$ cat src/verilog/dwnv_pkg.sv
// Shared constants, command codes and wiper arithmetic of the dual wiper control block.
package dwnv_pkg;

    localparam int         FRAME_BITS     = 16;
    localparam int         CMD_LSB        = 12;
    localparam int         ADDR_LSB       = 8;
    localparam int         DATA_LSB       = 0;
    localparam logic [3:0] CMD_NOP        = 4'h0;
    localparam logic [3:0] CMD_RELOAD     = 4'h1;
    localparam logic [3:0] CMD_SAVE       = 4'h2;
    localparam logic [3:0] CMD_DEC_6DB    = 4'h4;
    localparam logic [3:0] CMD_DEC_STEP   = 4'h6;
    localparam logic [3:0] CMD_RELOAD_ALL = 4'h8;
    localparam logic [3:0] CMD_LOAD       = 4'hb;
    localparam logic [3:0] CMD_INC_6DB    = 4'hc;
    localparam logic [3:0] CMD_INC_STEP   = 4'he;
    localparam logic [7:0] WIPER_MIN      = 8'h00;
    localparam logic [7:0] WIPER_MID      = 8'h80;
    localparam logic [7:0] WIPER_MAX      = 8'hff;
    localparam logic       READY_RESET    = 1'b1;
    localparam int         CLK_HZ         = 10_000_000;
    localparam int         SAVE_TIME_MS   = 25;
    localparam int         SAVE_CYCLES    = (CLK_HZ / 1000) * SAVE_TIME_MS;

    // Step and 6 dB arithmetic; every form stops at the end of the range.
    function automatic logic [7:0] dwnv_step(input logic [7:0] v, input logic [3:0] op);
        logic [7:0] r;
        r = v;
        case (op)
            CMD_INC_STEP: r = (v == WIPER_MAX) ? v : v + 8'h01;
            CMD_DEC_STEP: r = (v == WIPER_MIN) ? v : v - 8'h01;
            CMD_INC_6DB:  r = v[7] ? WIPER_MAX : ((v == WIPER_MIN) ? 8'h01 : {v[6:0], 1'b0});
            CMD_DEC_6DB:  r = {1'b0, v[7:1]};
            default:      r = v;
        endcase
        return r;
    endfunction

    function automatic logic dwnv_is_repeatable(input logic [3:0] op);
        return (op == CMD_INC_STEP) || (op == CMD_DEC_STEP) ||
               (op == CMD_INC_6DB) || (op == CMD_DEC_6DB);
    endfunction

endpackage

$ cat src/verilog/dwnv_links.sv
// Interfaces that join the control core to its serial port and its saved-setting store.
`timescale 1ns/1ps
`default_nettype none
interface dwnv_frame_if;
    logic        frame_ok;
    logic        bare_strobe;
    logic [15:0] word;
    modport port (output frame_ok, output bare_strobe, output word);
    modport ctrl (input frame_ok, input bare_strobe, input word);
endinterface

interface dwnv_nv_if;
    logic       save_req;
    logic       save_ch;
    logic [7:0] save_data;
    logic       busy;
    logic       done;
    logic [7:0] slot0;
    logic [7:0] slot1;
    modport store (input save_req, input save_ch, input save_data,
                   output busy, output done, output slot0, output slot1);
    modport ctrl (output save_req, output save_ch, output save_data,
                  input busy, input done, input slot0, input slot1);
endinterface
`default_nettype wire

$ cat src/verilog/dwnv_serial_port.sv
// Serial frame receiver with pass-through output for chaining several devices.
`timescale 1ns/1ps
`default_nettype none
module dwnv_serial_port (
    input  wire logic  clk_i,
    input  wire logic  rst_i,
    input  wire logic  sclk_i,
    input  wire logic  sdi_i,
    input  wire logic  cs_n_i,
    input  wire logic  lock_i,
    output logic       sdo_oe_o,
    dwnv_frame_if.port fr
);
    logic [2:0]  sclk_reg;
    logic [1:0]  sdi_reg;
    logic [2:0]  cs_reg;
    logic [15:0] shift_reg;
    logic [3:0]  cnt_reg;
    logic        seen_reg;
    logic        sclk_rise;
    logic        cs_rise;

    // Bit 0 of each chain only feeds bit 1; edges are taken from the later stages.
    always_ff @(posedge clk_i or posedge rst_i) begin
        if (rst_i) begin
            sclk_reg <= 3'h0;
            sdi_reg  <= 2'h0;
            cs_reg   <= 3'h7;
        end else begin
            sclk_reg <= {sclk_reg[1:0], sclk_i};
            sdi_reg  <= {sdi_reg[0], sdi_i};
            cs_reg   <= {cs_reg[1:0], cs_n_i};
        end
    end

    assign sclk_rise = sclk_reg[1] & ~sclk_reg[2];
    assign cs_rise   = cs_reg[1] & ~cs_reg[2];

    // Old contents leave at the top as new bits enter at the bottom.
    always_ff @(posedge clk_i or posedge rst_i) begin
        if (rst_i) begin
            shift_reg <= 16'h0000;
            cnt_reg   <= 4'h0;
            seen_reg  <= 1'b0;
        end else if (cs_rise) begin
            cnt_reg  <= 4'h0;
            seen_reg <= 1'b0;
        end else if (sclk_rise && !cs_reg[1] && !lock_i) begin
            shift_reg <= {shift_reg[14:0], sdi_reg[1]};
            cnt_reg   <= cnt_reg + 4'h1;
            seen_reg  <= 1'b1;
        end
    end

    // Only whole multiples of sixteen bits make a frame; other counts are dropped.
    always_ff @(posedge clk_i or posedge rst_i) begin
        if (rst_i) begin
            fr.frame_ok    <= 1'b0;
            fr.bare_strobe <= 1'b0;
            fr.word        <= 16'h0000;
        end else begin
            fr.frame_ok    <= cs_rise && seen_reg && cnt_reg == 4'h0
                              && !lock_i;
            fr.bare_strobe <= cs_rise && !seen_reg && !lock_i;
            if (cs_rise)
                fr.word <= shift_reg;
        end
    end

    // Open drain: pull low only while selected and the outgoing bit is zero.
    always_ff @(posedge clk_i or posedge rst_i) begin
        if (rst_i)
            sdo_oe_o <= 1'b0;
        else
            sdo_oe_o <= !cs_reg[1] && !shift_reg[15];
    end
endmodule
`default_nettype wire

$ cat src/verilog/dwnv_nv_store.sv
// Two saved wiper settings with a timed write that keeps the port busy.
`timescale 1ns/1ps
`default_nettype none
module dwnv_nv_store #(
    parameter int SAVE_CYCLES = dwnv_pkg::SAVE_CYCLES
) (
    input  wire logic   clk_i,
    input  wire logic   rst_i,
    dwnv_nv_if.store    nv
);
    logic [31:0] timer_reg;
    logic        ch_reg;
    logic [7:0]  data_reg;

    // Reset here stands for the factory state of the cells.
    always_ff @(posedge clk_i or posedge rst_i) begin
        if (rst_i) begin
            nv.slot0 <= dwnv_pkg::WIPER_MID;
            nv.slot1 <= dwnv_pkg::WIPER_MID;
            nv.busy  <= 1'b0;
            nv.done  <= 1'b0;
            timer_reg <= 32'h0;
            ch_reg    <= 1'b0;
            data_reg  <= 8'h00;
        end else begin
            nv.done <= 1'b0;
            if (!nv.busy && nv.save_req) begin
                nv.busy   <= 1'b1;
                ch_reg    <= nv.save_ch;
                data_reg  <= nv.save_data;
                timer_reg <= 32'(SAVE_CYCLES - 1);
            end else if (nv.busy && timer_reg != 32'h0) begin
                timer_reg <= timer_reg - 32'h1;
            end else if (nv.busy) begin
                nv.busy <= 1'b0;
                nv.done <= 1'b1;
                if (ch_reg)
                    nv.slot1 <= data_reg;
                else
                    nv.slot0 <= data_reg;
            end
        end
    end
endmodule
`default_nettype wire

$ cat src/verilog/dwnv_ctrl.sv
// Top of the dual wiper control: command decode, wipers, preset and ready logic.
`timescale 1ns/1ps
`default_nettype none
module dwnv_ctrl #(
    parameter int SAVE_CYCLES = dwnv_pkg::SAVE_CYCLES
) (
    input  wire logic       clk_i,
    input  wire logic       rst_i,
    input  wire logic       sclk_i,
    input  wire logic       sdi_i,
    input  wire logic       cs_n_i,
    output logic            sdo_o,
    output logic            sdo_oe_o,
    input  wire logic       reload_strobe_n_i,
    input  wire logic       write_protect_n_i,
    output logic            ready_o,
    output logic            ready_oe_o,
    output logic [7:0]      wiper1_o,
    output logic [7:0]      wiper2_o
);

    // ************************************************************
    // Sub-blocks
    // ************************************************************

    dwnv_frame_if fr ();
    dwnv_nv_if    nv ();

    logic sdo_oe_port;

    dwnv_serial_port u_port (
        .clk_i    (clk_i),
        .rst_i    (rst_i),
        .sclk_i   (sclk_i),
        .sdi_i    (sdi_i),
        .cs_n_i   (cs_n_i),
        .lock_i   (nv.busy),
        .sdo_oe_o (sdo_oe_port),
        .fr       (fr)
    );

    dwnv_nv_store #(
        .SAVE_CYCLES (SAVE_CYCLES)
    ) u_store (
        .clk_i (clk_i),
        .rst_i (rst_i),
        .nv    (nv)
    );

    // ************************************************************
    // Pin synchronisers
    // ************************************************************

    logic [2:0] preset_reg;
    logic [1:0] wp_reg;
    logic       preset_low;
    logic       preset_rise;
    logic       protect;

    always_ff @(posedge clk_i or posedge rst_i) begin
        if (rst_i) begin
            preset_reg <= 3'h7;
            wp_reg     <= 2'h3;
        end else begin
            preset_reg <= {preset_reg[1:0], reload_strobe_n_i};
            wp_reg     <= {wp_reg[0], write_protect_n_i};
        end
    end

    assign preset_low  = !preset_reg[1];
    assign preset_rise = preset_reg[1] && !preset_reg[2];
    assign protect     = !wp_reg[1];

    // ************************************************************
    // Power-on restore
    // ************************************************************

    // Held for one cycle after release so the restore reads settled slots.
    logic boot_reg;

    always_ff @(posedge clk_i or posedge rst_i) begin
        if (rst_i)
            boot_reg <= 1'b1;
        else
            boot_reg <= 1'b0;
    end

    // ************************************************************
    // Command selection and repeat
    // ************************************************************

    logic [15:0] rep_word_reg;
    logic        rep_valid_reg;
    logic [15:0] cmd_word;
    logic        exec;
    logic [3:0]  op;
    logic [3:0]  addr;
    logic [7:0]  data;
    logic        ch;
    logic        addr_ok;
    logic        wipe_ok;

    // A bare strobe reuses the stored frame only when the last frame was repeatable; otherwise it does nothing.
    assign cmd_word = fr.frame_ok ? fr.word : rep_word_reg;
    assign exec     = (fr.frame_ok || (fr.bare_strobe && rep_valid_reg)) && !nv.busy;
    assign op       = cmd_word[dwnv_pkg::CMD_LSB +: 4];
    assign addr     = cmd_word[dwnv_pkg::ADDR_LSB +: 4];
    assign data     = cmd_word[dwnv_pkg::DATA_LSB +: 8];
    assign ch       = addr[0];
    assign addr_ok  = (addr[3:1] == 3'h0);
    assign wipe_ok  = exec && !protect && addr_ok;

    always_ff @(posedge clk_i or posedge rst_i) begin
        if (rst_i) begin
            rep_word_reg  <= 16'h0000;
            rep_valid_reg <= 1'b0;
        end else if (fr.frame_ok && !nv.busy) begin
            rep_word_reg  <= fr.word;
            rep_valid_reg <= dwnv_pkg::dwnv_is_repeatable(
                fr.word[dwnv_pkg::CMD_LSB +: 4]);
        end
    end

    // ************************************************************
    // Wiper scratch registers
    // ************************************************************

    logic [7:0] wiper_scratch_reg [2];
    logic [7:0] wiper_scratch_next [2];
    logic [7:0] slot [2];

    assign slot[0] = nv.slot0;
    assign slot[1] = nv.slot1;

    // Priority: power-on restore, preset held low, preset release, then commands.
    always_comb begin
        for (int i = 0; i < 2; i++) begin
            wiper_scratch_next[i] = wiper_scratch_reg[i];
            if (boot_reg) begin
                wiper_scratch_next[i] = slot[i];
            end else if (preset_low) begin
                wiper_scratch_next[i] = dwnv_pkg::WIPER_MID;
            end else if (preset_rise) begin
                wiper_scratch_next[i] = slot[i];
            end else if (exec && op == dwnv_pkg::CMD_RELOAD_ALL) begin
                wiper_scratch_next[i] = slot[i];
            end else if (exec && addr_ok && ch == 1'(i)) begin
                case (op)
                    dwnv_pkg::CMD_RELOAD: begin
                        wiper_scratch_next[i] = slot[i];
                    end
                    dwnv_pkg::CMD_LOAD: begin
                        if (wipe_ok)
                            wiper_scratch_next[i] = data;
                    end
                    dwnv_pkg::CMD_INC_STEP,
                    dwnv_pkg::CMD_DEC_STEP,
                    dwnv_pkg::CMD_INC_6DB,
                    dwnv_pkg::CMD_DEC_6DB: begin
                        if (wipe_ok)
                            wiper_scratch_next[i] =
                                dwnv_pkg::dwnv_step(wiper_scratch_reg[i], op);
                    end
                    default: begin
                        wiper_scratch_next[i] = wiper_scratch_reg[i];
                    end
                endcase
            end
        end
    end

    always_ff @(posedge clk_i or posedge rst_i) begin
        if (rst_i) begin
            wiper_scratch_reg[0] <= dwnv_pkg::WIPER_MID;
            wiper_scratch_reg[1] <= dwnv_pkg::WIPER_MID;
        end else begin
            wiper_scratch_reg[0] <= wiper_scratch_next[0];
            wiper_scratch_reg[1] <= wiper_scratch_next[1];
        end
    end

    // The analog switch network decodes these codes: zero at B, all ones at A.
    assign wiper1_o = wiper_scratch_reg[0];
    assign wiper2_o = wiper_scratch_reg[1];

    // ************************************************************
    // Save requests
    // ************************************************************

    // Saves are also refused under write protect so the stored settings stay intact.
    logic save_go;

    assign save_go = exec && op == dwnv_pkg::CMD_SAVE && addr_ok && !protect;

    always_comb begin
        nv.save_req  = save_go;
        nv.save_ch   = ch;
        nv.save_data = wiper_scratch_reg[ch];
    end

    // ************************************************************
    // Ready flag
    // ************************************************************

    logic ready_reg;
    logic ready_set;
    logic ready_clr;

    assign ready_set = nv.done || preset_rise ||
                       (exec && (op == dwnv_pkg::CMD_RELOAD || op == dwnv_pkg::CMD_RELOAD_ALL));
    assign ready_clr = save_go || preset_low;

    // A completion in the same cycle as a new clear still shows as ready.
    always_ff @(posedge clk_i or posedge rst_i) begin
        if (rst_i)
            ready_reg <= dwnv_pkg::READY_RESET;
        else if (ready_set)
            ready_reg <= 1'b1;
        else if (ready_clr)
            ready_reg <= 1'b0;
    end

    // ************************************************************
    // Open-drain pins
    // ************************************************************

    always_ff @(posedge clk_i or posedge rst_i) begin
        if (rst_i) begin
            sdo_o      <= 1'b0;
            sdo_oe_o   <= 1'b0;
            ready_o    <= 1'b0;
            ready_oe_o <= 1'b0;
        end else begin
            sdo_o      <= 1'b0;
            sdo_oe_o   <= sdo_oe_port;
            ready_o    <= 1'b0;
            ready_oe_o <= !ready_reg;
        end
    end

endmodule
`default_nettype wire

$ cat config.mk
export PLATFORM = sky130hd
export DESIGN_NAME = dwnv_ctrl
export DESIGN_NICKNAME = d
export VERILOG_FILES = /design/src/verilog/dwnv_pkg.sv /design/src/verilog/dwnv_links.sv /design/src/verilog/dwnv_serial_port.sv /design/src/verilog/dwnv_nv_store.sv /design/src/verilog/dwnv_ctrl.sv
export SDC_FILE = /design/constraint.sdc
export NUM_CORES = 1
export LEC_CHECK = 0
export BUFFER_PORTS_ARGS = -buffer_cell sky130_fd_sc_hd__buf_2
export CAP_MARGIN = 10
export CORE_MARGIN = 10
export CORE_UTILIZATION = 45
export DETAILED_ROUTE_END_ITERATION = 7
export GPL_TIMING_DRIVEN = 0
export SLEW_MARGIN = 20
export SYNTH_ARGS = -nofsm -noshare
export SYNTH_HDL_FRONTEND = slang
export SYNTH_SLANG_ARGS = --single-unit
$ cat constraint.sdc
create_clock -name clk_i -period 5.45 [get_ports clk_i]
set_input_delay 1.3625 -clock clk_i [delete_from_list [all_inputs] [get_ports clk_i]]
set_output_delay 1.3625 -clock clk_i [all_outputs]
set_load 0.02 [all_outputs]
# ---- Word-level counts from Yosys, hierarchy flattened
# Index checks and enable logic that the tools add are counted.
dict set report totals {
  inputBits 7
  output_inout_bits 20
  word_cells 164
  regBits 149
}
dict set report classes {
  bitwise_logic 10
  reduce_logical 53
  magnitude_cmp 1
  mux 42
  add_sub_neg 6
  n_eq_ne 25
}
# operator count
set ops {}
lappend ops {{$mux 8} 24}
lappend ops {{$mux 32} 2}
lappend ops {{$pmux 8 s4} 2}
lappend ops {{$pmux 8 s3} 2}
lappend ops {{$reduce_bool 32->1} 1}
lappend ops {{$sub 32x1->32 const B} 1}
lappend ops {{$ne 7x7->1 const B} 4}
lappend ops {{$eq 4x4->1 const B} 6}
lappend ops {{$logic_and 1x1->1} 24}
lappend ops {{$add 8x1->8 const B} 2}
lappend ops {{$eq 4x3->1 const B} 4}
lappend ops {{$eq 8x8->1 const B} 2}
lappend ops {{$logic_not 8->1} 2}
lappend ops {{$mux 16} 1}
lappend ops {{$sub 8x1->8 const B} 2}
lappend ops {{$reduce_and 7->1} 2}
lappend ops {{$ne 6x6->1 const B} 2}
lappend ops {{$ne 5x1->1 const B} 2}
lappend ops {{$mux 1} 9}
lappend ops {{$ne 9x9->1 const B} 1}
lappend ops {{$logic_or 1x1->1} 8}
lappend ops {{$mux 4} 2}
lappend ops {{$reduce_and 4->1} 2}
lappend ops {{$logic_not 1->1} 7}
lappend ops {{14 further kinds} 23}

# ---- Logic depth before layout (Yosys ltp)
dict set report logic_depth {
  depth_word 12
  depth_mapped 11
  ltp_nobuf 10
}

# ---- Cells and area by module
# Synthesis repeated with hierarchy kept, for this count alone.
dict set report hier_totals {
  hier_cells 777
  hier_area_um2 8100.3
}
# module seq_area_each_um2 area_each_um2 cells_per_inst instances
set by_module_without_submodules {}
lappend by_module_without_submodules {dwnv_ctrl 1062.3 3458.3 397 1}
lappend by_module_without_submodules {dwnv_nv_store 1478.9 2885.3 270 1}
lappend by_module_without_submodules {dwnv_serial_port 1204.9 1756.7 110 1}

# ---- Worst setup path after synthesis
# OpenSTA, ideal clock, no wires.
dict set report synth_path {
  path_type {register -> register}
  startpoint {register u_port.fr.frame_ok}
  endpoint {register wiper_scratch_reg (netlist bit wiper1_o[6])}
  path_slack_ns 2.657
  arrival_time_ns 2.699
  period_less_slack_ns 2.793
  required_ns 5.356
  stages_incl_launch_ff 11
  path_cell_list {dfrtp_1 buf_2 and4b_1 o21ai_1 xnor2_1 ha_1 or4_1 mux2i_1 xor2_1 o211ai_1 a211oi_1}
}
dict set report synth_via {
  elab_chain_len 10
}
# element line_no
set synth_rtl {}
lappend synth_rtl {{start: declaration} dwnv_links.sv:8} ;# modport port (output frame_ok, output bare_strobe, output word);
lappend synth_rtl {{start signal: assignment} dwnv_serial_port.sv:62} ;# fr.frame_ok <= cs_rise && seen_reg && cnt_reg == 4'h0
lappend synth_rtl {{$mux 16} dwnv_ctrl.sv:104} ;# assign cmd_word = fr.frame_ok ? fr.word : rep_word_reg;
lappend synth_rtl {{$eq 4x3->1 / $eq 4x4->1 (equally long branches)} {dwnv_pkg.sv:29, dwnv_ctrl.sv:148}}
lappend synth_rtl {{$pmux 8 s4} dwnv_pkg.sv:29} ;# case (op)
lappend synth_rtl {{$mux 8} dwnv_ctrl.sv:160} ;# if (wipe_ok)
lappend synth_rtl {{$pmux 8 s3} dwnv_ctrl.sv:148} ;# case (op)
lappend synth_rtl {{$mux 8} dwnv_ctrl.sv:147} ;# end else if (exec && addr_ok && ch == 1'(i)) begin
lappend synth_rtl {{$mux 8} dwnv_ctrl.sv:145} ;# end else if (exec && op == dwnv_pkg::CMD_RELOAD_ALL) begin
lappend synth_rtl {{$mux 8} dwnv_ctrl.sv:143} ;# end else if (preset_rise) begin
lappend synth_rtl {{$mux 8} dwnv_ctrl.sv:141} ;# end else if (preset_low) begin
lappend synth_rtl {{$mux 8} dwnv_ctrl.sv:139} ;# if (boot_reg) begin
lappend synth_rtl {{end: declaration} dwnv_ctrl.sv:128} ;# logic [7:0] wiper_scratch_reg [2];
# Several ways; a longest one is shown, not always the timed one. The select of a mux whose other input is x is not followed.
# A chain may end at the register's enable or synchronous reset.

# ---- Worst setup path after layout
# Ends and elaborated chain as after synthesis.

==> out/qor.yml <==
yosys:
  syn_area_um2: 7930
  yosysWarnings: 0
  yosys.cell_types.count: 82
  synth.avg_cell_area_um2: 9.94
  seq_area_frac_synth_pct: 47.2
  synth_top_area_cell: "dfrtp_1"
  synth_edf_count: 0
  syn_inst: 798
  synthDominantCellAreaShare_pct: 42.6
  ys_seq_elements: 149
  ys_top_cells_by_area: "dfrtp_1 (43%), mux2_2 (7.5%), nand2_1 (4.8%)"
  ys.flop_type: "dfrtp_1"
  async_flop_share_pct: 100
status:
  status: "complete, no violations"
critical_path:
  path_buf_inv: 0
  critPathTopFamily: "multiplexers"
  cp.required_ps: 5790
  r2r-start: "u_port.fr.frame_ok"
  crit_chain: "mux2i_1 -> o21ai_1 -> xnor2_1 -> ha_1 -> or4_1 -> mux2i_1 -> xor2_1 -> o211ai_1 -> a211oi_1"
  crit_path_start_kind: "flop"
  slowest_delay_ps: 870
  cp_max_fo: 8
  regToRegSetupSlack_ps: 1530
  rr_endpoint: "wiper1_o[6]"
  worst-setup-path-type: "flop to flop"
  arrival_ps: 4260
  cpMostUsedCell: "mux2i_1"
  ff2ff_path_depth: 9
  critPathCaptureType: "flop"
  critPathSlowestCell: "mux2i_1"
sta:
  setup_viol: 0
  hold_viol_final: 0
  fin_crit_sh_pct: 72.0
  final.setup.worst_slack_ps: 1530
  clock_skew_ps: 12.2
  rsz0062_at_grt: "no"
  slew_viol_final: 0
  fmax_mhz: 255
  period_minus_slack_ps: 3920
  worst_slew_pin_slew_ps: 1090
  timing.slew.headroom_pct: 26.8
global_routing:
  grt_pass1_wl_mm: 35.9
  gr-usage-all-layers_pct: 19.0
  grt_pass1_vias: 6540
  antenna_found_initial: 0
  overflow: 0
  grt_max_degree: 88
finish:
  fin_nets: 856
  areaGrowthSynthToFinish_pct: 12.8
  n_antenna_cell: 0
  final_layout_size_suffix_gt1_share_pct: 17.9
  layout_common_cells: "dfrtp_1 (135), nand2_1 (102), nor2_1 (57)"
  largest_reg_flops: 32
  final_common_cell: "dfrtp_1"
floorplanning:
  row_count: 48
  start_util_pct: 45.9
  die-height_um: 153
  fp.dieW_um: 153
  core_region_area_um2: 17300
  io_pins: 27
  die_area_um2: 23300
routing:
  wl_met1_mm: 9.92
  num_vias: 6454
  antenna_left: 0
  wl_per_cell_um: 20.6
  wl_mm: 22.3
  drc: 0
  drt-initial-drc-count: 534
  vias_per_cell: 5.96
  wl_met3_mm: 1.10
  routed.top_layer: "met4"
  wl_met2_mm: 10.4
  drt-pass1-iter-count: 5
worst_hold_path:
  hold_depth: 0
  min_from: "u_port.sclk_reg[0]"
  min_path_type: "flop to flop"
  min_to: "u_port.sclk_reg[1]"
pwr:
  irDropWorstVdd_v: 0.000271
  p_leak_nw: 4.09
  power_mw: 2.66
  p_per_area_nw_per_um2: 297
cts:
  cts_buffers: 17
  htreeDepth: 4
  hold_buffers: 0
  clk_pin_slew_ps: 70
  cts_resized: 0
  clk_path_buf_depth: 2
  cts-root-buf: "clkbuf_16"
  clk_latency_ps: 430
  clock-sinks: 149
  cts_tree: "done"
  postCtsSetupRepairBufs: 0
place:
  hpwl_mm: 15.9
  place_congestion: 0.931
  place_ws_ps: 1720
  io_buffers: 24
flow_run:
  maxCapViolCount: 0
## cells by family after synthesis
logic type	count (synthesis)	synth area share (%)
compound gates	167	14.2
xor+xnor	31	3.42
fa+ha+maj	5	0.789
buf+inv	65	3.28
flops	149	47.2
mux	81	11.1
other cells	1	0.0473
simple gates	299	20.0
## worst reg2reg max path, delay by kind of cell, from the launching register on
family | cells | cell delay [ps]
mux | 2 | 1060
compound gates | 3 | 1060
simple gates | 1 | 500
flops | 1 | 470
xor+xnor | 2 | 460
fa+ha+maj | 1 | 290
## how the worst max path moves through the flow
| stage | from | to | slack [ps] | depth (start not counted) |
|---|---|---|---|---|
| global placement | rst_i | u_store.nv.slot1[3] | -1500 | 2 |
| CTS | u_port.fr.frame_ok | wiper1_o[6] | 1600 | 9 |
| global route | u_port.fr.frame_ok | wiper1_o[6] | 1340 | 9 |
| detailed placement | u_port.fr.frame_ok | wiper1_o[6] | 1720 | 9 |
| finish | u_port.fr.frame_ok | wiper1_o[6] | 1530 | 9 |
| floorplan | rst_i | ready_oe_o | 100 | 1 |
## where the power goes
part | total (mW) | internal (mW) | leakage [nW] | switching (mW)
sequential | 1.27 | 1.20 | 1.98 | 0.0703
combinational | 0.259 | 0.109 | 1.83 | 0.150
clock | 1.13 | 0.604 | 0.277 | 0.524
total | 2.66 | 1.91 | 4.09 | 0.745
## area by class of cell
cell class / count / area (um^2)
tap: 225 / 282
clock inverter: 15 / 138
inverter: 19 / 78.8
sequential: 149 / 3750
timing repair buffer: 25 / 148
clock buffer: 17 / 425
multi-input combinational: 586 / 3940
fill: 1571 / 8350
buffer: 46 / 189
## per-stage QoR
stage | cell area [um^2] | hold WS, ps | utilization (%) | cells | setup TNS [ps]
2_1_floorplan | 7940 | 331 | - | 800 | 0
3_3_place_gp | 8340 | 333 | 48.2 | 1049 | -200690
3_5_place_dp | 8380 | 337 | 48.5 | 1050 | 0
4_1_cts | 8940 | 352 | 51.7 | 1082 | 0
5_1_grt | 8950 | 358 | 51.7 | 1082 | 0
6_report | 8950 | 351 | 51.7 | 1082 | 0
## routing by layer
layer | track usage, % | vias up
met2 | 30.4 | 223
li1 | - | 3009
met5 | 0 | -
met1 | 24.2 | 3170
met3 | 3.27 | 52
met4 | 9.22 | 0
## synthesized netlist by cell type (3+ instances only)
library cell	number
mux2i_1	28
nand2b_1	9
and2_1	4
or4_1	10
or3_1	12
o21a_1	3
clkbuf_1	35
o311ai_0	3
or2_2	3
a21oi_1	23
nor2_1	57
inv_1	18
dfrtp_1	135
a31oi_1	6
and4_1	3
nand4b_1	5
o31ai_1	12
nand3_1	12
and3_1	6
o211ai_1	18
nor3_1	21
xnor2_1	11
buf_2	7
a2111oi_0	3
a32oi_1	4
nor2b_1	8
nor3b_1	4
mux2_2	53
ha_1	5
o21ai_0	51
nor4_1	11
o311a_1	3
nand2_1	102
dfstp_2	14
nand4_1	9
and4b_1	3
xor2_1	20
nand3b_1	4
a211oi_1	6
No activity file was read; power rests on OpenSTA's default activity.
